`config.mk`:
```
export PLATFORM = sky130hd
export DESIGN_NAME = scs_clock_source
export DESIGN_NICKNAME = d
export VERILOG_FILES = /design/src/scs_pkg.sv /design/src/scs_clock_source.sv /design/src/scs_sync_2ff.sv
export SDC_FILE = /design/constraint.sdc
export NUM_CORES = 1
export LEC_CHECK = 0
export BUFFER_PORTS_ARGS = -buffer_cell sky130_fd_sc_hd__buf_2
export CAP_MARGIN = 10
export CORE_MARGIN = 2
export CORE_UTILIZATION = 55
export DETAILED_ROUTE_END_ITERATION = 7
export PLACE_DENSITY = 0.85
export SLEW_MARGIN = 20
export SYNTH_ARGS = -nofsm -noshare
export SYNTH_HDL_FRONTEND = slang
export SYNTH_SLANG_ARGS = --single-unit
```
`constraint.sdc`:
```
create_clock -name sys_clk -period 8.54 [get_ports sys_clk]
set_input_delay 1.708 -clock sys_clk [delete_from_list [all_inputs] [get_ports sys_clk]]
set_output_delay 1.708 -clock sys_clk [all_outputs]
set_load 0.02 [all_outputs]
```
`src/scs_pkg.sv`:
```
// constants shared by the system clock source divider
package scs_pkg;
   localparam logic [1:0] SEL_WAKEUP = 2'h0;
   localparam logic [1:0] SEL_RESERVED = 2'h1;
   localparam logic [1:0] SEL_PLL_OR_PRESCALE = 2'h2;
   localparam logic [1:0] SEL_DIRECT = 2'h3;
   localparam logic BYPASS_PLL = 1'h0;
   localparam logic BYPASS_PRESCALE = 1'h1;
   localparam logic OSC_FROM_CRYSTAL = 1'h0;
   localparam logic OSC_FROM_INTERNAL = 1'h1;
   localparam int DIV_WIDTH = 10;
   localparam int DIV_FACTOR_MAX = 1024;
   localparam int SYNC_WIDTH = 5;
   localparam int SYNC_DIRECT = 0;
   localparam int SYNC_CRYSTAL = 1;
   localparam int SYNC_INTERNAL = 2;
   localparam int SYNC_PLL = 3;
   localparam int SYNC_WAKEUP = 4;
   typedef enum logic [3:0] {
      MODE_WAKEUP = 4'h1,
      MODE_PLL = 4'h2,
      MODE_PRESCALE = 4'h4,
      MODE_DIRECT = 4'h8
   } scs_mode_t;
endpackage

```
`src/scs_clock_source.sv`:
```
// system clock source selection and output divider
// Contract
// - select 11b passes direct clock pin through
// - select 10b, bypass 1b uses prescaler
// - prescaler divides by divider value plus one
// - factor one passes oscillator clock unchanged
// - largest division factor is 1024
// - select 10b, bypass 0b enables PLL output
// - select 00b runs from wakeup clock
module scs_clock_source #(
   parameter int DIV_W = scs_pkg::DIV_WIDTH
) (
   input wire logic sys_clk,
   input wire logic sys_rst,
   input wire logic [1:0] clockSourceSelect,
   input wire logic oscillatorBypass,
   input wire logic oscSourceSelect,
   input wire logic [DIV_W-1:0] outputDividerValue,
   input wire logic directClockInputPin,
   input wire logic crystalInputPin,
   input wire logic internalClock,
   input wire logic pllClock,
   input wire logic wakeupClock,
   output logic systemClock,
   output logic pllEnable,
   output logic [3:0] activeMode
);
   logic [scs_pkg::SYNC_WIDTH-1:0] rawClocks;
   logic [scs_pkg::SYNC_WIDTH-1:0] syncClocks;
   logic dirSync;
   logic xtalSync;
   logic intSync;
   logic pllSync;
   logic wuSync;
   logic oscSync;
   logic oscPrev;
   logic oscRise;
   scs_pkg::scs_mode_t modeReg;
   scs_pkg::scs_mode_t next_mode;
   logic [DIV_W-1:0] divCount;
   logic [DIV_W-1:0] next_divCount;
   logic [DIV_W:0] divFactor;
   logic [DIV_W:0] highSpan;
   logic factorOne;
   logic atTop;
   logic divHigh;
   logic next_systemClock;

   assign rawClocks[scs_pkg::SYNC_DIRECT] = directClockInputPin;
   assign rawClocks[scs_pkg::SYNC_CRYSTAL] = crystalInputPin;
   assign rawClocks[scs_pkg::SYNC_INTERNAL] = internalClock;
   assign rawClocks[scs_pkg::SYNC_PLL] = pllClock;
   assign rawClocks[scs_pkg::SYNC_WAKEUP] = wakeupClock;

   // every source is asynchronous to sys_clk, so all are oversampled
   scs_sync_2ff #(
      .WIDTH(scs_pkg::SYNC_WIDTH)
   ) clockSync (
      .sys_clk(sys_clk),
      .sys_rst(sys_rst),
      .asyncIn(rawClocks),
      .syncOut(syncClocks)
   );

   assign dirSync = syncClocks[scs_pkg::SYNC_DIRECT];
   assign xtalSync = syncClocks[scs_pkg::SYNC_CRYSTAL];
   assign intSync = syncClocks[scs_pkg::SYNC_INTERNAL];
   assign pllSync = syncClocks[scs_pkg::SYNC_PLL];
   assign wuSync = syncClocks[scs_pkg::SYNC_WAKEUP];

   // oscillator feeding the prescaler: crystal or internal source
   assign oscSync = (oscSourceSelect == scs_pkg::OSC_FROM_INTERNAL) ? intSync : xtalSync;
   assign oscRise = oscSync & ~oscPrev;

   // reserved select code falls back to wakeup, the safest slow clock
   always_comb begin
      case (clockSourceSelect)
         scs_pkg::SEL_DIRECT: next_mode = scs_pkg::MODE_DIRECT;
         scs_pkg::SEL_PLL_OR_PRESCALE: begin
            if (oscillatorBypass == scs_pkg::BYPASS_PRESCALE) begin
               next_mode = scs_pkg::MODE_PRESCALE;
            end else begin
               next_mode = scs_pkg::MODE_PLL;
            end
         end
         scs_pkg::SEL_WAKEUP: next_mode = scs_pkg::MODE_WAKEUP;
         default: next_mode = scs_pkg::MODE_WAKEUP;
      endcase
   end

   // factor is value plus one, so ten bits reach 1024
   assign divFactor = {1'b0, outputDividerValue} + {{DIV_W{1'b0}}, 1'b1};
   // high for the first ceil(factor/2) source periods
   assign highSpan = (divFactor + {{DIV_W{1'b0}}, 1'b1}) >> 1;
   assign factorOne = (outputDividerValue == '0);
   // >= also recovers when the value shrinks mid-count
   assign atTop = (divCount >= outputDividerValue);

   always_comb begin
      next_divCount = divCount;
      // factor one holds at zero, else a count left from a larger value would linger
      if (modeReg != scs_pkg::MODE_PRESCALE || factorOne) begin
         next_divCount = '0;
      end else if (oscRise) begin
         if (atTop) begin
            next_divCount = '0;
         end else begin
            next_divCount = divCount + {{(DIV_W-1){1'b0}}, 1'b1};
         end
      end
   end

   assign divHigh = ({1'b0, next_divCount} < highSpan);

   always_comb begin
      case (modeReg)
         scs_pkg::MODE_DIRECT: next_systemClock = dirSync;
         scs_pkg::MODE_PRESCALE: next_systemClock = factorOne ? oscSync : divHigh;
         scs_pkg::MODE_PLL: next_systemClock = pllSync;
         scs_pkg::MODE_WAKEUP: next_systemClock = wuSync;
         default: next_systemClock = wuSync;
      endcase
   end

   always_ff @(posedge sys_clk or posedge sys_rst) begin
      if (sys_rst) begin
         modeReg <= scs_pkg::MODE_WAKEUP;
         oscPrev <= 1'b0;
         divCount <= '0;
      end else begin
         modeReg <= next_mode;
         oscPrev <= oscSync;
         divCount <= next_divCount;
      end
   end

   // outputs straight from flip-flops
   always_ff @(posedge sys_clk or posedge sys_rst) begin
      if (sys_rst) begin
         systemClock <= 1'b0;
         pllEnable <= 1'b0;
         activeMode <= scs_pkg::MODE_WAKEUP;
      end else begin
         systemClock <= next_systemClock;
         pllEnable <= (next_mode == scs_pkg::MODE_PLL);
         activeMode <= next_mode;
      end
   end
endmodule

```
`src/scs_sync_2ff.sv`:
```
// two flip-flop synchroniser for a bundle of asynchronous levels
module scs_sync_2ff #(
   parameter int WIDTH = 1
) (
   input wire logic sys_clk,
   input wire logic sys_rst,
   input wire logic [WIDTH-1:0] asyncIn,
   output logic [WIDTH-1:0] syncOut
);
   logic [WIDTH-1:0] stage1;

   // first stage feeds only the second stage
   always_ff @(posedge sys_clk or posedge sys_rst) begin
      if (sys_rst) begin
         stage1 <= '0;
         syncOut <= '0;
      end else begin
         stage1 <= asyncIn;
         syncOut <= stage1;
      end
   end
endmodule

```
==> results of run 1 <==
==> metrics by stage <==
step	total power, mW	setup WS (ns)	area, um^2	utilization	cells
detailed placement	0.172	4.08	1880	0.626	225
CTS	0.230	4.43	1910	0.637	229
finish	0.228	4.41	1910	0.637	229
floorplan	0.158	4.51	1710	-	166
global placement	0.170	4.22	1880	0.626	225
global route	0.240	4.27	1910	0.637	229
==> routing by layer <==
metal,track usage,routed length (um),vias to the layer above
met5,0,0,-
met4,0.105,89,0
met3,0.0455,110,14
met2,0.394,1850,29
met1,0.270,1540,633
li1,-,-,650
==> worst paths after layout <==
path	endpoint	slack, ns	cells after the start
min in group asynchronous	divCount[4]	1.44	2
max in group asynchronous	divCount[1]	6.66	2
min	clockSync.syncOut[3]	0.36	0
min reg2reg	clockSync.syncOut[3]	0.36	0
max reg2reg	systemClock	5.46	13
max	systemClock	4.41	14
==> cell type report <==
class,count,area (um^2)
fill,238,1090
multi-input combinational,121,965
inverter,18,67.6
timing repair buffer,26,130
clock inverter,1,8.76
clock buffer,3,22.5
tap,33,41.3
sequential,27,677
==> worst max-delay path, cell delays in order <==
cell and delay (ns):
buf_2 0.11, inv_1 0.07, ha_1 0.30, a211oi_1 0.21, nor2_1 0.07, a311oi_1 0.49
o21ai_4 0.22, nor2_2 0.18, ha_1 0.26, a21o_1 0.16, a21o_1 0.17, a21oi_1 0.19
o211ai_1 0.12, o21ai_2 0.14
==> kinds of logic after synthesis <==
logic type	count (synthesis)
XOR/XNOR	16
AND/OR/NAND/NOR	57
multiplexers	1
buffers and inverters	18
AO/OA/AOI/OAI	26
flip-flops	27
adder cells (fa/ha/maj)	21
==> flip-flops by register name, summed over array words and instances, names as in the netlist <==
name / count
pllEnable: 1
divCount: 10
clockSync.syncOut: 5
systemClock: 1
clockSync.stage1: 5
activeMode: 4
oscPrev: 1
==> report_power, final <==
group	total [mW]	switching (mW)	leakage [nW]	internal, mW
Sequential	0.135	0.00227	0.343	0.132
Combinational	0.0353	0.0215	0.562	0.0139
Clock	0.0576	0.0385	0.0183	0.0191
==> cell usage in the layout (no fill, tap or decap), types with 2 or more instances in the layout <==
master    count
nor2_1        2
a211oi_1      2
or4_4         2
o21ai_0       4
a21oi_1       6
xnor2_1       8
nand2_1       7
clkbuf_4      3
dfrtp_1      26
inv_1        17
buf_2        26
nor2_2        9
and3_1        2
nand3_1      10
and4_1        2
nand4_1       4
a21o_1        3
ha_1         21
nand2b_1      2
nor2b_1       3
xor2_1        8
nor3_1        8
==> results.md, run 1 <==
* Hold_sp: clockSync.stage1[3]
* Initial antenna violation count at 0
* Final Hold Fails at 0
* Ys flop type: dfrtp_1
* Port-buffer cells at 26
* Synth top area cells: dfrtp_1 (38%), ha_1 (15%), xnor2_1 (4.1%)
* Complex-gate fraction of the synthesized area at 0.124
* Nets@finish at 239
* EDFF count, synth at 0
* All-Layer GR Usage at 0.228
* Initial Util at 0.569
* Clock tree root buffer cell: clkbuf_4
* Post-DR wirelength/cell at 15.6 um
* CTS tree: done
* DR vias/cell at 5.79
* Share of cells above drive strength 1 at 0.255
* WHS at 0.365 ns
* Maxcap violations at 0
* Antenna Cells at 0
* Slew Viols, Final at 0
* First-pass GRT wire length at 6.09 mm
* Synthesized Nets at 208
* Worst-Margin Slew at 0.939 ns
* WL final at 3.58 mm
* Core area at 3000 um^2
* Lkg Pwr at 0.923 nW
* Vias in the first global route at 1436
* Worst Skew at 0.0138 ns
* Crit Path Class: in -> reg
* RR Startpoint: divCount[0]
* Die W at 59.7 um
* Die height at 59.7 um
* Mux cell area share after synthesis at 0.00586
* Async SR Flop Fraction at 1.00
* Sequential area share after synthesis at 0.396
* RePlAce Congestion at 0.866
* P per Cell Area at 119 nW/um^2
* Die area at 3570 um^2
* 1st-pass router iterations at 4
* Critical Path Fanout Max at 10
* Synth warn at 0
* Relative slew margins at 0.370
* Largest family of logic cells by synthesized area: simple AND/OR/NAND/NOR gates
* Status: complete, no violations
* DRC viols at 0
* RSZ-0062 raised after global routing: false
* Most frequent cells after synthesis: dfrtp_1 (26), ha_1 (21), inv_1 (18), nand3_1 (10), nor2_2 (9)
* Clk pin slew, worst setup/hold paths at 0.15 ns
* Crit path required time at 8.82 ns
* GR Overflow Total at 0
* Final setup fails at 0
* Clock latency at the later pin of the worst-skew pair at 0.33 ns
* Critical path origin: outputDividerValue[7]
* Area share of the leading cell type in the synthesized netlist at 0.381
* Clk buf depth at 2
* Standard-cell rows at 20
* # IOs at 27
* Worst path arrival time at 4.40 ns
* Final Critical Period at 4.13 ns
* Startpoint Class: input port
* Peak supply drop at 146 uV
* HPWL Detailed at 3.00 mm
* Worst setup EP type: flip-flop
* Synth Register Bits at 27
* Simple-Gate Fraction of Synth Area at 0.198
* HP Class: reg -> reg
* Distinct cells, synth at 39
* Largest net degree at the start of global routing at 28
* Final setup TNS at 0 ns
* Top-count cell post-synth: dfrtp_1
* Post-Synthesis Cell Area at 1710 um^2
* Number of setup buffers added after CTS at 0
* Synth Area in Adders at 0.154
* Period utilisation layout at 0.483
* DR iter-0 viols at 66
* F_max at 242 MHz
* Clock net sink count at 27
* Via count at 1326
* Synth Area in XOR/XNOR at 0.0820
* Mean Syn Cell Area at 10.3 um^2
* Area grow syn2layout at 11.9%
* Post-CTS sizing at 0
* Yosys top cell by area: dfrtp_1
* # hold bufs at CTS at 0
* Cells after Synth at 166
* H-tree Lvls at 1
* Post-route ant nets at 0
* Num CTS Buffers at 3
Power figures use the tool's default switching activity.
==> run 2: changes to the inputs <==
- ABC_AREA: not set -> 1
- clock period: 8.54 -> 3.9 ns (I/O delays scaled with it)
==> run 2 against run 1 <==
Net effect: power is 110% higher; highest routed layer unchanged; register-to-register slack worse by 4.5 ns; sequential power is 120% higher; combinational power is 97% higher; largest cell class unchanged.
==> results.md, run 2 <==
* Status: complete, no violations
* Ys flop type: dfrtp_1
* Largest net degree at the start of global routing at 28 (unchanged)
* WL final at 3.20 mm (-11%)
* Seq pwr share at 0.615 (+0.023)
* Fill cells at 253 (+6.3%)
* Synth top area cells: dfrtp_1 (39%), ha_1 (16%), inv_1 (8.5%)
* Relative slew margins at 0.388 (+0.0183)
* Antenna Cells at 0 (unchanged)
* GR Overflow Total at 0 (unchanged)
* Slew Viols, Final at 0 (unchanged)
* DRC viols at 0 (unchanged)
* # IOs at 27 (unchanged)
* Cells after Synth at 201 (+21%)
* WHS at 0.365 ns (+0.0000870 ns)
* Maxcap violations at 0 (unchanged)
* Largest Register: divCount
* Via count at 1358 (+2.4%)
* Num CTS Buffers at 3 (unchanged)
* First-pass GRT wire length at 5.66 mm (-6.9%)
* All-Layer GR Usage at 0.211 (-0.0167)
* Yosys top cell by area: dfrtp_1
* Clock power frac at 0.240 (-0.013)
* Area grow syn2layout at 11.8% (about the same)
* R2R setup slack at 0.92 ns (-4.54 ns)
* Reg area at 677 um^2 (unchanged)
* Pint at 0.354 mW (+110%)
* Vias in the first global route at 1314 (-8.5%)
* Final Hold Fails at 0 (unchanged)
* Sequential area share after synthesis at 0.402 (+0.00588)
* Initial Util at 0.566 (-0.00362)
* Crit Path Class: in -> reg
* Slowest CP cell: ha_1
* Post-CTS sizing at 0 (unchanged)
* R2R depth at 22 (+9)
* CP bufs+invs at 4 (+2)
* Core area at 2980 um^2 (-0.83%)
* Pre-CTS setup slack at 0.421 ns (-3.66 ns)
* EDFF count, synth at 0 (unchanged)
* Post-DR wirelength/cell at 12.1 um (-23%)
* Max FFs per register at 10 (unchanged)
* Number of setup buffers added after CTS at 0 (unchanged)
* # hold bufs at CTS at 0 (unchanged)
* Area occupied by multi-input gates at 860 um^2 (-11%)
* Final Critical Period at 3.17 ns
* Clk buf depth at 2 (unchanged)
* Top-count cell post-synth: inv_1
* P per Cell Area at 253 nW/um^2 (+110%)
* DR vias/cell at 5.14 (-11%)
* Setup crit end: systemClock
* Distinct cells, synth at 27 (-31%)
* Area share of the leading cell type in the synthesized netlist at 0.386 (+0.00566)
* 1st-pass router iterations at 4 (unchanged)
* Die height at 59.3 um (-0.69%)
* Crit Reg-Reg Endpoint: systemClock
* Net Sw Power at 0.123 mW (+98%)
* Switch share at 0.259 (-0.0148)
* Critical Path Fanout Max at 7 (-3)
* Clock net sink count at 27 (unchanged)
* Top flop regs: divCount x10, clockSync.stage1 x5, clockSync.syncOut x5
* Share of cells above drive strength 1 at 0.165 (-0.0906)
* Crit path required time at 4.15 ns (-4.67 ns)
* Fin worst setup slack at 0.728 ns (-3.68 ns)
* Initial antenna violation count at 0 (unchanged)
* Finished Layout Cells at 264 (+15%)
* F_max at 315 MHz
* Dpl cells at 260 (+16%)
* Max incr delay on CP at 0.32 ns (-0.17 ns)
* Async SR Flop Fraction at 1.00 (unchanged)
* H-tree Lvls at 1 (unchanged)
* Clock latency at the later pin of the worst-skew pair at 0.32 ns (about the same)
* Period utilisation layout at 0.813
* Peak supply drop at 266 uV (+83%)
* Commonest cells after routing, fill and taps aside: inv_1 (37), nand2_1 (31), dfrtp_1 (26), buf_2 (26), nor2_1 (22)
* Final setup TNS at 0 ns (unchanged)
* Hold_sp: clockSync.stage1[2]
* Total power at 0.477 mW (+110%)
* Post-route ant nets at 0 (unchanged)
* Final setup fails at 0 (unchanged)
* Worst-Margin Slew at 0.912 ns (-0.0272 ns)
* Synth Register Bits at 27 (unchanged)
* Standard-cell rows at 20 (unchanged)
* Mean Syn Cell Area at 8.38 um^2 (-19%)
* RSZ-0062 raised after global routing: false
* Combinational fraction of design power at 0.145 (-0.010)
* Worst path arrival time at 3.42 ns (-0.98 ns)
* RR Startpoint: divCount[0]
* RePlAce Congestion at 0.864 (-0.29%)
* Clk pin slew, worst setup/hold paths at 0.14 ns (about the same)
* Most frequent CP cell: nand2_1
* Synth warn at 0 (unchanged)
* Post-Synthesis Cell Area at 1680 um^2 (-1.5%)
* Die area at 3520 um^2 (-1.4%)
* DR iter-0 viols at 25 (-62%)
* Lkg Pwr at 1.03 nW (+12%)
* Worst setup EP type: flip-flop
* Die W at 59.3 um (-0.69%)
* CTS tree: done
* Critical path origin: outputDividerValue[9]
* Worst path depth at 20 (+6)
* HPWL Detailed at 2.70 mm (-10%)
* Worst Skew at 0.00721 ns (-0.00659 ns)
* Port-buffer cells at 26 (unchanged)
* Most frequent cells after synthesis: inv_1 (38), nand2_1 (31), dfrtp_1 (26), nor2_1 (22), ha_1 (21)
* HP Class: reg -> reg
* Crit-path cells: buf_2 -> inv_1 -> ha_1 -> a21o_1 -> nor2_1 -> nand3_1 -> nand2_1 -> inv_1 -> nor2_1 -> inv_1 -> nor3b_1 -> ha_1 -> a21oi_1 -> nand3b_1 -> a21oi_1 -> nor3_1 -> nand2_1 -> nand2_1 -> nand2_1 -> a21oi_1
* Startpoint Class: input port
* Synthesized Nets at 243 (+17%)
* Nets@finish at 274 (+15%)
* Clock tree root buffer cell: clkbuf_4
* Most common cell after layout, fill and taps aside: inv_1
* Crit-path leading delay family: simple AND/OR/NAND/NOR gates
-- run 2: changes by cell type after synthesis, sizes merged, moves of 4 or more --
cell,previous run,this run
nor2b,4,0
nor3b,1,5
o21ai,6,2
xnor2,8,1
a21oi,7,12
nor2,11,22
inv,18,38
nand2,7,34
-- run 2: final cells by class --
class | count | share of cell area
clock buffers | 3 | 0.0120
clock inverters | 1 | 0.00266
inverters | 39 | 0.0784
multi-input cells | 135 | 0.456
flip-flops and latches | 27 | 0.359
well taps | 33 | 0.0219
repair buffers | 26 | 0.0691
-- run 2: per-stage QoR --
step | utilization | cell area [um^2]
5_1_grt | 0.632 | 1880
3_3_place_gp | 0.623 | 1860
3_5_place_dp | 0.623 | 1860
4_1_cts | 0.632 | 1880
6_report | 0.632 | 1880
2_1_floorplan | - | 1680
-- run 2: cell families (layout without fill, tap and decap cells) --
kind of cell,Yosys count,in the layout,synth area share
xor+xnor,9,9,0.0468
fa+ha+maj,21,21,0.156
compound gates,18,18,0.0617
simple gates,87,87,0.246
flops,27,27,0.402
buf+inv,39,69,0.0877
-- run 2: how the worst min path moves through the flow --
stage	endpoint	slack, ns	cells past startpoint
floorplan	clockSync.syncOut[0]	0.33	0
global placement	clockSync.syncOut[0]	0.33	0
detailed placement	clockSync.syncOut[2]	0.33	0
CTS	clockSync.syncOut[2]	0.37	0
global route	clockSync.syncOut[1]	0.38	0
finish	clockSync.syncOut[2]	0.37	0
-- run 2: power by group through the flow --
stage,sequential [mW],combinational [mW],clock [mW]
floorplan,0.303,0.0380,0
global placement,0.298,0.0673,0
detailed placement,0.299,0.0697,0
CTS,0.293,0.0701,0.121
global route,0.295,0.0793,0.135
finish,0.293,0.0694,0.114
-- run 2: metal layers --
layer | global-route usage | vias to the layer above | wire, um
li1 | - | 712 | -
met1 | 0.309 | 614 | 1540
met2 | 0.323 | 28 | 1510
met3 | 0.0393 | 4 | 97
met4 | 0.0519 | 0 | 44
met5 | 0 | - | 0
==> run 3: changes to the inputs <==
- clock period: 3.9 -> 2.95 ns (I/O delays scaled with it)
==> run 3 against run 2 <==
Net effect: clock-buffer cell count unchanged; worst hold slack got worse by 0.050 ns; die area unchanged; highest routed layer unchanged; critical path type is now reg -> reg.
==> results.md, run 3 (synthesized netlist as in run 2, its figures left out) <==
* R2R depth at 21 (-4.5%)
* Num CTS Buffers at 3 (unchanged)
* Max incr delay on CP at 0.44 ns (+0.12 ns)
* Dpl cells at 281 (+8.1%)
* Crit Path Class: reg -> reg
* Post-route ant nets at 0 (unchanged)
* Clock power frac at 0.242 (+0.002)
* Fin worst setup slack at 0.0918 ns (-0.636 ns)
* Clock net sink count at 27 (unchanged)
* Pint at 0.485 mW (+37%)
* Share of cells above drive strength 1 at 0.307 (+0.142)
* Maxcap violations at 0 (unchanged)
* Top flop regs: divCount x10, clockSync.stage1 x5, clockSync.syncOut x5
* RePlAce Congestion at 0.861 (-0.36%)
* Final Critical Period at 2.86 ns
* Most common cell after layout, fill and taps aside: inv_1
* 1st-pass router iterations at 5 (+1)
* HPWL Detailed at 2.91 mm (+7.9%)
* Worst path arrival time at 3.14 ns (-0.28 ns)
* Total power at 0.665 mW (+39%)
* Net Sw Power at 0.180 mW (+46%)
* RSZ-0062 raised after global routing: true
* Largest Register: divCount
* Switch share at 0.271 (+0.0126)
* DR iter-0 viols at 48 (+92%)
* Clock tree root buffer cell: clkbuf_4
* Crit path required time at 3.23 ns (-0.92 ns)
* Core area at 2980 um^2 (unchanged)
* Seq pwr share at 0.583 (-0.032)
* Via count at 1512 (+11%)
* Period utilisation layout at 0.969
* Worst Skew at 0.00968 ns (+0.00248 ns)
* Peak supply drop at 324 uV (+21%)
* Combinational fraction of design power at 0.175 (+0.030)
* Clk buf depth at 2 (unchanged)
* Final Util at 0.725 (+0.0924)
* CTS tree: done
* Antenna Cells at 0 (unchanged)
* Crit-path cells: ha_1 -> nand2_1 -> inv_1 -> nand2_1 -> nand2_1 -> nand2_1 -> nand3_1 -> nand2_1 -> inv_1 -> nor2_2 -> inv_2 -> nor3b_2 -> ha_1 -> a21oi_2 -> nand3b_1 -> a21oi_1 -> nor3_2 -> nand2_1 -> nand2_1 -> nand2_1 -> a21oi_2
* Slew Viols, Final at 0 (unchanged)
* Clock latency at the later pin of the worst-skew pair at 0.33 ns (about the same)
* Initial antenna violation count at 0 (unchanged)
* Clk pin slew, worst setup/hold paths at 0.15 ns (about the same)
* WL final at 3.81 mm (+19%)
* Pre-CTS setup slack at -0.262 ns (-0.683 ns)
* Post-DP Area at 2010 um^2 (+8.5%)
* Post-DR wirelength/cell at 12.9 um (+6.9%)
* Vias in the first global route at 1427 (+8.6%)
* Worst setup EP type: flip-flop
* Standard-cell rows at 20 (unchanged)
* Commonest cells after routing, fill and taps aside: inv_1 (35), nand2_1 (31), buf_4 (30), buf_2 (26), dfrtp_1 (25)
* Final Hold Fails at 0 (unchanged)
* Initial Util at 0.566 (unchanged)
* Status: complete, no violations
* CP bufs+invs at 3 (-1)
* Crit-path leading delay family: simple AND/OR/NAND/NOR gates
* Design area at 2160 um^2 (+15%)
* Area grow syn2layout at 28.2%
* F_max at 350 MHz
* HP Class: in -> async
* Most frequent CP cell: nand2_1
* Die area at 3520 um^2 (unchanged)
* First-pass GRT wire length at 6.03 mm (+6.5%)
* Worst-Margin Slew at 0.918 ns (+0.00666 ns)
* All-Layer GR Usage at 0.224 (+0.0132)
* Critical Path Fanout Max at 7 (unchanged)
* Slowest CP cell: dfrtp_1
* Startpoint Class: flip-flop
* H-tree Lvls at 1 (unchanged)
* Largest net degree at the start of global routing at 28 (unchanged)
* Die height at 59.3 um (unchanged)
* Nets@finish at 304 (+11%)
* DR vias/cell at 5.14 (about the same)
* Port-buffer cells at 26 (unchanged)
* DRC viols at 0 (unchanged)
* Final setup fails at 0 (unchanged)
* Max FFs per register at 10 (unchanged)
* P per Cell Area at 308 nW/um^2 (+22%)
* GR Overflow Total at 0 (unchanged)
* Die W at 59.3 um (unchanged)
* Relative slew margins at 0.384 (-0.00446)
* Finished Layout Cells at 294 (+11%)
* Worst path depth at 21 (+5.0%)
* Lkg Pwr at 1.20 nW (+16%)
* # IOs at 27 (unchanged)
-- run 3: changes by cell type in the layout (fill, tap and decap cells not counted), moves of 2 or more --
cell,before,now
nor2_2,0,2
inv_1,37,35
inv_2,0,2
buf_4,0,30
nor3_2,0,2
a21oi_2,1,3
nor3_1,7,5
a21oi_1,11,8
nor2_1,22,20
-- run 3: path summary, 6_finish.rpt --
check	end	slack (ns)	startpoint
setup reg to reg	systemClock	0.09	divCount[5]
hold / removal	divCount[5]	0.31	sys_rst
max in group asynchronous	divCount[4]	2.17	sys_rst
min in group sys_clk	clockSync.stage1[2]	0.36	internalClock
setup / recovery	systemClock	0.09	divCount[5]
hold reg to reg	clockSync.syncOut[4]	0.36	clockSync.stage1[4]
-- run 3: area by class of cell --
cell class	instances	area, um^2
multi-input cells	135	908
fillers	223	820
flip-flops and latches	27	678
repair buffers	56	355
inverters	39	148
well taps	33	41.3
clock buffers	3	22.5
clock inverters	1	5.00
-- run 3: metrics by stage --
step	hold WS [ns]	TNS, ns
finish	0.315	0
global route	0.330	-0.187
CTS	0.356	0
detailed placement	0.339	-0.262
global placement	0.333	-0.0995
floorplan	0.331	0
-- run 3: what timing repair did --
item,4_1_cts,5_1_grt
endpoints found under the setup margin,1,1
hold buffers,0,0
gates cloned,0,0
hold endpoints to repair,0,0
resized for setup,1,13
pin swaps,0,8
buffers inserted,0,9
-- run 3: worst register-to-register path: stages, from the launching register on --
cell and delay, ns:
dfrtp_1 0.44, ha_1 0.32, nand2_1 0.11, inv_1 0.05
nand2_1 0.06, nand2_1 0.06, nand2_1 0.06, nand3_1 0.07
nand2_1 0.07, inv_1 0.06, nor2_2 0.10, inv_2 0.09
nor3b_2 0.23, ha_1 0.29, a21oi_2 0.14, nand3b_1 0.12
a21oi_1 0.08, nor3_2 0.16, nand2_1 0.07, nand2_1 0.06
nand2_1 0.06, a21oi_2 0.10
-- run 3: metal layers --
metal,wire (um),part of all wire,track usage,vias to the layer above
met1,1660,0.44,0.322,686
met3,231,0.061,0.0480,5
met2,1900,0.50,0.353,50
met5,0,0,0,-
met4,11,0.0029,0.0422,0
li1,-,-,-,771
-- run 3: power by group through the flow --
stage / Combinational, mW / Sequential (mW) / Clock (mW)
after floorplan: 0.0503 / 0.400 / 0
after global placement: 0.106 / 0.394 / 0
after detailed placement: 0.110 / 0.395 / 0
after CTS: 0.110 / 0.388 / 0.161
after global routing: 0.132 / 0.390 / 0.179
final: 0.116 / 0.388 / 0.161
